--- src/sense_cfg_pkg.sv ---
// Constants, register map and helper types for the switch-sense configuration bank.
//
// Overview of operation
// - pulse enable bit one drives pulsed wetting current
// - threshold codes 0..3 mean 2, 2.7, 3, 4 V
// - six 2-bit group selects, inputs 0-3 lowest
// - edge enable code zero gives no interrupt
// - code one interrupts on rising crossing
// - code two interrupts on falling crossing
// - code three interrupts on both crossings
// - low enable register covers inputs 0 to 11
// - threshold and edge enable registers reset zero
// - threshold bits 31 to 12 read zero
// - pulse enable register holds 24 bits, resets zero
`default_nettype none
package sense_cfg_pkg;

  // ************************************************************
  // Register indices; the byte address is four times the index.
  // ************************************************************
  localparam logic [7:0] IDX_PULSE_EN   = 8'h20;
  localparam logic [7:0] IDX_THR_SEL    = 8'h21;
  localparam logic [7:0] IDX_EDGE_EN_LO = 8'h22;
  localparam logic [7:0] IDX_IRQ_STATUS = 8'h30;
  localparam logic [7:0] IDX_IRQ_CLEAR  = 8'h31;
  localparam logic [7:0] IDX_IRQ_ENABLE = 8'h32;
  localparam int         ADDR_LSB       = 2;

  // ************************************************************
  // Field layout and reset values.
  // ************************************************************
  localparam int          NUM_INPUTS     = 24;
  localparam int          GROUP_SIZE     = 4;
  localparam int          NUM_GROUPS     = 6;
  localparam int          THR_W          = 2;
  localparam int          THR_FIELD_W    = 12;
  localparam int          EDGE_W         = 2;
  localparam int          EDGE_INPUTS    = 12;
  localparam int          EDGE_FIELD_W   = 24;
  localparam logic [23:0] PULSE_EN_RST   = 24'h000000;
  localparam logic [11:0] THR_SEL_RST    = 12'h000;
  localparam logic [23:0] EDGE_EN_RST    = 24'h000000;
  localparam logic [11:0] IRQ_RST        = 12'h000;

  // ************************************************************
  // Threshold voltages in millivolts and timing.
  // ************************************************************
  localparam int          MV_W           = 12;
  localparam logic [11:0] THR_MV_CODE0   = 12'd2000;
  localparam logic [11:0] THR_MV_CODE1   = 12'd2700;
  localparam logic [11:0] THR_MV_CODE2   = 12'd3000;
  localparam logic [11:0] THR_MV_CODE3   = 12'd4000;
  localparam logic [1:0]  SETTLE_CYCLES  = 2'd3;

  typedef enum logic [1:0] {
    EDGE_OFF  = 2'b00,
    EDGE_RISE = 2'b01,
    EDGE_FALL = 2'b10,
    EDGE_BOTH = 2'b11
  } edge_mode_t;

endpackage : sense_cfg_pkg
`default_nettype wire

--- src/sense_cfg_regs.sv ---
// APB register bank for pulse enables, comparator thresholds and edge interrupts.
//
// Our own choice: the APB slave port.
`timescale 1ns/1ns
`default_nettype none
module sense_cfg_regs #(
  parameter int ADDR_W = 8
) (
  input  wire logic                    clk_i,
  input  wire logic                    nrst_i,
  input  wire logic                    psel_i,
  input  wire logic                    penable_i,
  input  wire logic                    pwrite_i,
  input  wire logic [ADDR_W-1:0]       paddr_i,
  input  wire logic [31:0]             pwdata_i,
  input  wire logic [3:0]              pstrb_i,
  output logic      [31:0]             prdata_o,
  output logic                         pready_o,
  output logic                         pslverr_o,
  input  wire logic [sense_cfg_pkg::NUM_INPUTS-1:0] comp_above_i,
  output logic      [sense_cfg_pkg::NUM_INPUTS-1:0] pulse_en_o,
  output logic      [sense_cfg_pkg::THR_FIELD_W-1:0] thr_sel_o,
  output logic      [sense_cfg_pkg::NUM_GROUPS*sense_cfg_pkg::MV_W-1:0] thr_mv_o,
  output logic                         irq_o
);
  import sense_cfg_pkg::*;

  // ************************************************************
  // Elaboration check
  // ************************************************************
  if (ADDR_W < 8 || ADDR_W > 32) begin : g_bad_addr
    $error("ADDR_W must lie between 8 and 32");
  end

  // ************************************************************
  // Helper functions
  // ************************************************************
  // Merges write data into a register value under the byte strobes.
  function automatic logic [31:0] merge_strb(input logic [31:0] old_v,
                                             input logic [31:0] new_v,
                                             input logic [3:0]  strb);
    logic [31:0] res;
    res = old_v;
    for (int b = 0; b < 4; b++) begin
      if (strb[b]) begin
        res[b*8 +: 8] = new_v[b*8 +: 8];
      end
    end
    return res;
  endfunction

  // Translates a 2-bit threshold code into millivolts.
  function automatic logic [11:0] code_to_mv(input logic [1:0] code);
    logic [11:0] mv;
    mv = THR_MV_CODE0;
    case (code)
      2'd1:    mv = THR_MV_CODE1;
      2'd2:    mv = THR_MV_CODE2;
      2'd3:    mv = THR_MV_CODE3;
      default: mv = THR_MV_CODE0;
    endcase
    return mv;
  endfunction

  // Turns one input's edge mode and synced crossing into a status event.
  // A function per bit keeps every bit of the event vector on a single driver.
  function automatic logic edge_event(input edge_mode_t mode,
                                      input logic       rise,
                                      input logic       fall,
                                      input logic       arm);
    logic hit;
    hit = 1'b0;
    case (mode)
      EDGE_OFF:  hit = 1'b0;
      EDGE_RISE: hit = arm & rise;
      EDGE_FALL: hit = arm & fall;
      EDGE_BOTH: hit = arm & (rise | fall);
      default:   hit = 1'b0;
    endcase
    return hit;
  endfunction

  // ************************************************************
  // Registers and decode
  // ************************************************************
  logic [23:0]             pulse_en_r;
  logic [11:0]             thr_sel_r;
  logic [23:0]             edge_en_r;
  logic [11:0]             status_r;
  logic [11:0]             status_nxt;
  logic [11:0]             irq_en_r;
  logic [11:0]             event_hit;
  logic [11:0]             clr_mask;
  logic [31:0]             prdata_r;
  logic                    pready_r;
  logic                    pslverr_r;
  logic                    irq_r;
  logic [NUM_GROUPS*MV_W-1:0] thr_mv_r;
  logic [ADDR_W-3:0]       idx;
  logic                    hit_valid;
  logic [31:0]             rd_word;
  logic                    setup_ph;
  logic                    wr_take;
  logic [31:0]             wdat_pulse;
  logic [31:0]             wdat_thr;
  logic [31:0]             wdat_edge;
  logic [31:0]             wdat_ien;
  logic [31:0]             wdat_clr;

  assign idx      = paddr_i[ADDR_W-1:ADDR_LSB];
  assign setup_ph = psel_i & ~penable_i;
  assign wr_take  = psel_i & penable_i & pready_r & pwrite_i & ~pslverr_r;

  // Read mux; reserved and write-only bits return zero.
  always_comb begin
    hit_valid = 1'b1;
    rd_word   = 32'h0000_0000;
    if (idx == (ADDR_W-2)'(IDX_PULSE_EN)) begin
      rd_word = {8'h00, pulse_en_r};
    end else if (idx == (ADDR_W-2)'(IDX_THR_SEL)) begin
      rd_word = {20'h00000, thr_sel_r};
    end else if (idx == (ADDR_W-2)'(IDX_EDGE_EN_LO)) begin
      rd_word = {8'h00, edge_en_r};
    end else if (idx == (ADDR_W-2)'(IDX_IRQ_STATUS)) begin
      rd_word = {20'h00000, status_r};
    end else if (idx == (ADDR_W-2)'(IDX_IRQ_CLEAR)) begin
      rd_word = 32'h0000_0000;
    end else if (idx == (ADDR_W-2)'(IDX_IRQ_ENABLE)) begin
      rd_word = {20'h00000, irq_en_r};
    end else begin
      hit_valid = 1'b0;
    end
  end

  // Answer is prepared in the setup cycle, so every access has zero wait states.
  always_ff @(posedge clk_i) begin
    if (!nrst_i) begin
      pready_r  <= 1'b0;
      pslverr_r <= 1'b0;
      prdata_r  <= 32'h0000_0000;
    end else begin
      pready_r  <= setup_ph;
      pslverr_r <= setup_ph & ~hit_valid;
      prdata_r  <= (setup_ph && !pwrite_i) ? rd_word : 32'h0000_0000;
    end
  end

  // Strobe-merged write values; the slices drop reserved bits.
  assign wdat_pulse = merge_strb({8'h00, pulse_en_r}, pwdata_i, pstrb_i);
  assign wdat_thr   = merge_strb({20'h00000, thr_sel_r}, pwdata_i, pstrb_i);
  assign wdat_edge  = merge_strb({8'h00, edge_en_r}, pwdata_i, pstrb_i);
  assign wdat_ien   = merge_strb({20'h00000, irq_en_r}, pwdata_i, pstrb_i);
  assign wdat_clr   = merge_strb(32'h0000_0000, pwdata_i, pstrb_i);

  // Pulse-current enable, one bit per input.
  always_ff @(posedge clk_i) begin
    if (!nrst_i) begin
      pulse_en_r <= PULSE_EN_RST;
    end else if (wr_take && idx == (ADDR_W-2)'(IDX_PULSE_EN)) begin
      pulse_en_r <= wdat_pulse[23:0];
    end
  end

  // Threshold group selects; only bits 11..0 are stored.
  always_ff @(posedge clk_i) begin
    if (!nrst_i) begin
      thr_sel_r <= THR_SEL_RST;
    end else if (wr_take && idx == (ADDR_W-2)'(IDX_THR_SEL)) begin
      thr_sel_r <= wdat_thr[11:0];
    end
  end

  // Edge interrupt enables for inputs 0..11.
  always_ff @(posedge clk_i) begin
    if (!nrst_i) begin
      edge_en_r <= EDGE_EN_RST;
    end else if (wr_take && idx == (ADDR_W-2)'(IDX_EDGE_EN_LO)) begin
      edge_en_r <= wdat_edge[23:0];
    end
  end

  // Interrupt enable mask.
  always_ff @(posedge clk_i) begin
    if (!nrst_i) begin
      irq_en_r <= IRQ_RST;
    end else if (wr_take && idx == (ADDR_W-2)'(IDX_IRQ_ENABLE)) begin
      irq_en_r <= wdat_ien[11:0];
    end
  end

  // ************************************************************
  // Threshold decode
  // ************************************************************
  // Each group's millivolt figure is registered so the output is a flop.
  always_ff @(posedge clk_i) begin
    if (!nrst_i) begin
      thr_mv_r <= {NUM_GROUPS{THR_MV_CODE0}};
    end else begin
      for (int g = 0; g < NUM_GROUPS; g++) begin
        thr_mv_r[g*MV_W +: MV_W] <= code_to_mv(thr_sel_r[g*THR_W +: THR_W]);
      end
    end
  end

  // ************************************************************
  // Comparator sampling and edge detection
  // ************************************************************
  // The comparator outputs are asynchronous, so they pass two flops first.
  // Inputs 12 to 23 pass through too but raise nothing here; their enables live elsewhere.
  logic [23:0] comp_meta_r;
  logic [23:0] comp_sync_r;
  logic [23:0] comp_prev_r;
  logic [1:0]  settle_r;
  logic        armed;

  always_ff @(posedge clk_i) begin
    if (!nrst_i) begin
      comp_meta_r <= 24'h000000;
      comp_sync_r <= 24'h000000;
      comp_prev_r <= 24'h000000;
    end else begin
      comp_meta_r <= comp_above_i;
      comp_sync_r <= comp_meta_r;
      comp_prev_r <= comp_sync_r;
    end
  end

  // Edges are ignored until the pipeline is full, else a high input at reset
  // release would look like a rising crossing.
  always_ff @(posedge clk_i) begin
    if (!nrst_i) begin
      settle_r <= 2'd0;
    end else if (settle_r != SETTLE_CYCLES) begin
      settle_r <= settle_r + 2'd1;
    end
  end
  assign armed = (settle_r == SETTLE_CYCLES);

  // Per-input event according to its edge mode.
  for (genvar n = 0; n < EDGE_INPUTS; n++) begin : g_edge
    edge_mode_t mode;
    logic       rise;
    logic       fall;
    assign mode = edge_mode_t'(edge_en_r[n*EDGE_W +: EDGE_W]);
    assign rise = comp_sync_r[n] & ~comp_prev_r[n];
    assign fall = ~comp_sync_r[n] & comp_prev_r[n];
    assign event_hit[n] = edge_event(mode, rise, fall, armed);
  end

  // ************************************************************
  // Interrupt status
  // ************************************************************
  // A new event in the clear cycle survives: set wins over clear.
  assign clr_mask = (wr_take && idx == (ADDR_W-2)'(IDX_IRQ_CLEAR)) ? wdat_clr[11:0] : 12'h000;
  assign status_nxt = (status_r & ~clr_mask) | event_hit;

  always_ff @(posedge clk_i) begin
    if (!nrst_i) begin
      status_r <= IRQ_RST;
      irq_r    <= 1'b0;
    end else begin
      status_r <= status_nxt;
      irq_r    <= |(status_r & irq_en_r);
    end
  end

  // ************************************************************
  // Outputs
  // ************************************************************
  assign prdata_o   = prdata_r;
  assign pready_o   = pready_r;
  assign pslverr_o  = pslverr_r;
  assign pulse_en_o = pulse_en_r;
  assign thr_sel_o  = thr_sel_r;
  assign thr_mv_o   = thr_mv_r;
  assign irq_o      = irq_r;

  // Helper copy of the last pulse write, compared one edge later.
  logic wr_pulse_q;
  logic [23:0] wr_pulse_d;
  always_ff @(posedge clk_i) begin
    wr_pulse_q <= wr_take && idx == (ADDR_W-2)'(IDX_PULSE_EN);
    wr_pulse_d <= wdat_pulse[23:0];
  end
endmodule : sense_cfg_regs
`default_nettype wire

--- config.mk ---
export PLATFORM = sky130hd
export DESIGN_NAME = sense_cfg_regs
export DESIGN_NICKNAME = d
export VERILOG_FILES = /design/src/sense_cfg_pkg.sv /design/src/sense_cfg_regs.sv
export SDC_FILE = /design/constraint.sdc
export NUM_CORES = 1
export LEC_CHECK = 0
export BUFFER_PORTS_ARGS = -buffer_cell sky130_fd_sc_hd__clkbuf_2
export CAP_MARGIN = 25
export CORE_MARGIN = 5
export CORE_UTILIZATION = 40
export CTS_BUF_LIST = sky130_fd_sc_hd__clkbuf_8
export DETAILED_ROUTE_END_ITERATION = 16
export PLACE_DENSITY = 0.66
export SLEW_MARGIN = 25
export SYNTH_ARGS = -nofsm -noshare
export SYNTH_HDL_FRONTEND = slang
export SYNTH_SLANG_ARGS = --single-unit
--- constraint.sdc ---
create_clock -name clk_i -period 1.7 [get_ports clk_i]
set_input_delay 0 -clock clk_i [delete_from_list [all_inputs] [get_ports clk_i]]
set_output_delay 0 -clock clk_i [all_outputs]
set_load 0.03 [all_outputs]
After elaboration in Yosys (flattened, before gate mapping):

Cells that the tools add are included.

* register bits: 229
* input bits: 73
* output and inout bits: 143

* add/sub/neg operators: 1
* equality and inequality tests: 62
* muxes and demuxes: 33
* bitwise logic cells: 111
* reduce and logical (&&, ||, !) cells: 32

Operator list (number)
* $pmux 12 s3: 6
* $eq 2x2->1 const B: 37
* $mux 24: 3
* $and 1x1->1: 66
* $mux 12: 4
* $pmux 1 s4: 12
* $eq 2x1->1 const B: 18
* $eq 6x6->1 const B: 6
* $not 1->1: 29
* $and 12x12->12: 2
* $logic_not 2->1: 12
* $reduce_and 2->1: 11
* $not 12->12: 1
* $or 1x1->1: 12
* $or 12x12->12: 1
* $reduce_or 12->1: 1
* $mux 8: 1
* $reduce_or 7->1: 1
* $logic_and 1x1->1: 6
* $mux 1: 6
* $mux 4: 1
* $add 2x1->2 const B: 1
* $ne 2x2->1 const B: 1
* $logic_not 1->1: 1

Depth between registers and ports, before layout:

* word-level depth: 9
* mapped depth: 7
* gate-level depth less buffers: 6

Least setup slack after synthesis:

Ideal clock, no wire load.

* path kind: reg2reg
* start point: reg pready_r, in the netlist pready_o
* end point: reg thr_sel_r[0], in the netlist thr_sel_o[0]
* arrival: 1.820 ns
* data required time: 1.628 ns
* setup slack: -0.192 ns
* stages on the path, launching flop included: 5
* path buffers: 0
* clock period less this slack: 1.892 ns
* cell sequence: dfxtp_1 -> and4_1 -> nand3_1 -> nor3_2 -> mux2i_1

* word-level cells in the longest chain between the ends: 5

RTL lines
* start: declaration: line sense_cfg_regs.sv:95 `logic pready_r;`
* start signal: assignment: line sense_cfg_regs.sv:142 `pready_r <= setup_ph;`
* $and 1x1->1 (3 in series): line sense_cfg_regs.sv:112 `assign wr_take = psel_i & penable_i & pready_r & pwrite_i & ~pslverr_r;`
* $logic_and 1x1->1: line sense_cfg_regs.sv:168 `end else if (wr_take && idx == (ADDR_W-2)'(IDX_THR_SEL)) begin`
* $reduce_and 2->1 (no source line)
* end signal: assignment: line sense_cfg_regs.sv:169 `thr_sel_r <= wdat_thr[11:0];`
* end: declaration: line sense_cfg_regs.sv:87 `logic [11:0] thr_sel_r;`

Every way passes these cells.
A chain may end at the register's enable or synchronous reset.

Worst setup path in the final report:

* start point: reg pready_r, in the netlist pready_o
* end point: reg edge_en_r[4]

* word-level cells in the longest chain between the ends: 5

RTL lines
* $and 1x1->1 (3 in series): line sense_cfg_regs.sv:112
* $logic_and 1x1->1: line sense_cfg_regs.sv:177 `end else if (wr_take && idx == (ADDR_W-2)'(IDX_EDGE_EN_LO)) begin`
* $reduce_and 2->1 (no source line)
* end signal: assignment: line sense_cfg_regs.sv:178 `edge_en_r <= wdat_edge[23:0];`
* end: declaration: line sense_cfg_regs.sv:88 `logic [23:0] edge_en_r;`

Every way passes these cells.

==> flow_metrics.env <==
export IMPL_drc_errors=0
export IMPL_postRouteWirelength_mm=19.8
export IMPL_layout_setup_ws_ps=119
export IMPL_leakagePower_uw=0.00451
export IMPL_yosysWarnings=0
export IMPL_finalWeightedCongestion=0.895
export IMPL_hpwl_mm=15.2
export IMPL_cp_arrival_ps=1960
export IMPL_grt_max_degree=52
export IMPL_max_freq_mhz=632
export IMPL_crit_fanout=8
export IMPL_synthAdderAreaFrac_pct=8.52
export IMPL_synth_top_family_by_area="simple AND/OR/NAND/NOR gates"
export IMPL_power_density_nw_per_um2=835
export IMPL_ctsRootBufferMaster="clkbuf_8"
export IMPL_async_reset_ff_share_pct=0
export IMPL_utilization_pct=50.3
export IMPL_ys_types=44
export IMPL_synth_edf_count=0
export IMPL_area_growth_pct=24.8
export IMPL_drive_gt1_share_pct=21.8
export IMPL_drtPass1Iterations=5
export IMPL_muxShareOfSynthArea_pct=9.91
export IMPL_clock_skew_ps=12.6
export IMPL_ios=216
export IMPL_grt_use_total_pct=16.9
export IMPL_syn_avg_cell_area_um2=9.35
export IMPL_fin_hold_ws_ps=32.1
export IMPL_critPathCaptureType="flip-flop"
export IMPL_rsz0062_at_grt="false"
export IMPL_critPathMaxStageDelay_ps=340
export IMPL_drtIter0Drc=376
export IMPL_finalNonFillerCells=1361
export IMPL_grt_pass1_wl_mm=32.0
export IMPL_tns_ps=0
export IMPL_synth_most_common_cell="dfxtp_1"
export IMPL_cp_num_buf_inv=1
export IMPL_synth_top_area_share_pct=48.8
export IMPL_die_x_um=152
export IMPL_yosys_most_used_dff="dfxtp_1"
export IMPL_dieArea_um2=23100
export IMPL_clk_path_buf_depth=2
export IMPL_hold_viol=0
export IMPL_synth_compound_area_share_pct=7.63
export IMPL_ys_ff_latch=197
export IMPL_cts_tree="yes"
export IMPL_clk_latency_ps=470
export IMPL_start_util_pct=40.3
export IMPL_synth_seq_area_share_pct=48.8
export IMPL_routed_via_density=4.75
export IMPL_die_h_um=152
export IMPL_postSynthCellCount=864
export IMPL_post_route_period_util_pct=93.0
export IMPL_cp_start_kind="flip-flop"
export IMPL_status="complete, no violations"
export IMPL_post_drt_wl_per_cell_um=14.6
export IMPL_post_route_min_period_ps=1580
export IMPL_vdd_drop_max_uv=383
export IMPL_synthTopCellsByArea="dfxtp_1 49%, mux2i_1 9.9%, ha_1 8.5%"
export IMPL_portBuffers=160
export IMPL_synth_top_area_cell="dfxtp_1"
export IMPL_clkSlewWorstSetupHoldPaths_ps=90
export IMPL_synthTopCellsByCount="197 x dfxtp_1, 158 x nand2_1, 80 x mux2i_1"
export IMPL_synth_xor_xnor_area_share_pct=0.108
export IMPL_cp_slowest_cell="dfxtp_2"
export IMPL_num_vias=6465
export IMPL_first_global_vias=6058
export IMPL_dp_slack_ps=0.317
export IMPL_synth_area_um2=8080
export IMPL_crit_chain="and4_1, and2_0, buf_4, nand3_1, o21ai_0"
export IMPL_cts_htree_levels=4
export IMPL_grt_ovfl_total=0
export IMPL_antenna_found_initial=2
export IMPL_core_um2=20000
export IMPL_slew_viol_final=0
export IMPL_cts_buffers=17
export IMPL_cp_required_ps=2080
export IMPL_setup_viol=0
export IMPL_fp_row_count=52
export IMPL_path_class="reg2reg"
export IMPL_fin_nets=1204
export IMPL_hold_path_class="in2reg"
export IMPL_dp_cells=1286
export IMPL_ant_nets=0
export IMPL_synth_simple_area_share_pct=17.6
export IMPL_critPathTopFamily="simple AND/OR/NAND/NOR gates"
export IMPL_maxCapViolCount=0
export IMPL_cts_sinks=197
==> layout make-up <==
| cell class | instances | area (µm²) |
|---|---|---|
| antenna | 2 | 5.00 |
| timing repair buffer | 232 | 1500 |
| multi-input combinational | 574 | 3670 |
| inverter | 54 | 203 |
| tap | 270 | 338 |
| clock buffer | 18 | 248 |
| fill | 1863 | 9950 |
| clock inverter | 14 | 175 |
| sequential | 197 | 3950 |
==> report_power, final <==
group | total [µW] | leakage [µW] | internal (µW) | switching [µW]
Combinational | 581 | 0.00270 | 214 | 367
Sequential | 4680 | 0.00159 | 4660 | 20.0
Clock | 3160 | 0.000211 | 1510 | 1650
==> repair_timing <==
action,4_1_cts,5_1_grt
gates resized for setup,0,1
hold buffers,41,0
setup endpoints to repair,0,8
endpoints found under the hold margin,108,0
buffers inserted,0,0
==> cells by family (layout without fill, tap and decap cells) <==
group,Yosys count,count (layout)
AND/OR/NAND/NOR,311,311
flip-flops,197,197
buffers and inverters,123,318
AO/OA/AOI/OAI,95,95
multiplexers,80,80
adder cells (fa/ha/maj),55,55
other,2,34
XOR/XNOR,1,1
==> tightest hold or removal path, cell delays in order <==
cell	delay [ps]
clkbuf_2	90
nand3_1	80
buf_4	140
nor4_1	60
o22ai_1	90
==> sequential cells by signal, summed over array words and instances, names as in the netlist, 24 cells and up <==
name        cells
thr_mv_o       48
edge_en_r      24
prdata_o       24
pulse_en_o     24
==> metrics by stage <==
step                      instance area [µm²]  total power [µW]
final                                   10100              8420
after global routing                    10100              8750
after CTS                               10100              8500
after detailed placement                 9240              5290
after global placement                   9240              5280
after floorplan                          8210              5170
==> final timing paths <==
| kind | slack (ps) | end | from | cells after the start |
|---|---|---|---|---|
| min reg2reg | 440 | comp_sync_r[6] | comp_meta_r[6] | 1 |
| max reg2reg | 120 | edge_en_r[4] | pready_o | 5 |
| max | 120 | edge_en_r[4] | pready_o | 5 |
| min | 30 | status_r[11] | pstrb_i[1] | 5 |
==> metal layers <==
metal	vias to the layer above	GRT usage [%]	wire [µm]
met5	-	0	0
met4	0	4.92	282
met3	25	4.57	1330
met2	215	27.1	9220
met1	3007	22.6	8990
li1	3218	-	-
==> placed cells by master (no fill, tap or decap), types with 10 or more instances in the layout <==
cell and count:
buf_4 28, mux2i_1 80, nand2_1 158, o22ai_1 24
a22oi_1 12, a21oi_1 24, nor4_1 12, clkbuf_8 18
and2_1 36, ha_1 55, conb_1 32, o21ai_0 10
o221ai_1 10, inv_1 55, nor2_1 69, dlygate4sd3_1 41
dfxtp_1 196, clkbuf_2 159
Power figures use the tool's default switching activity.
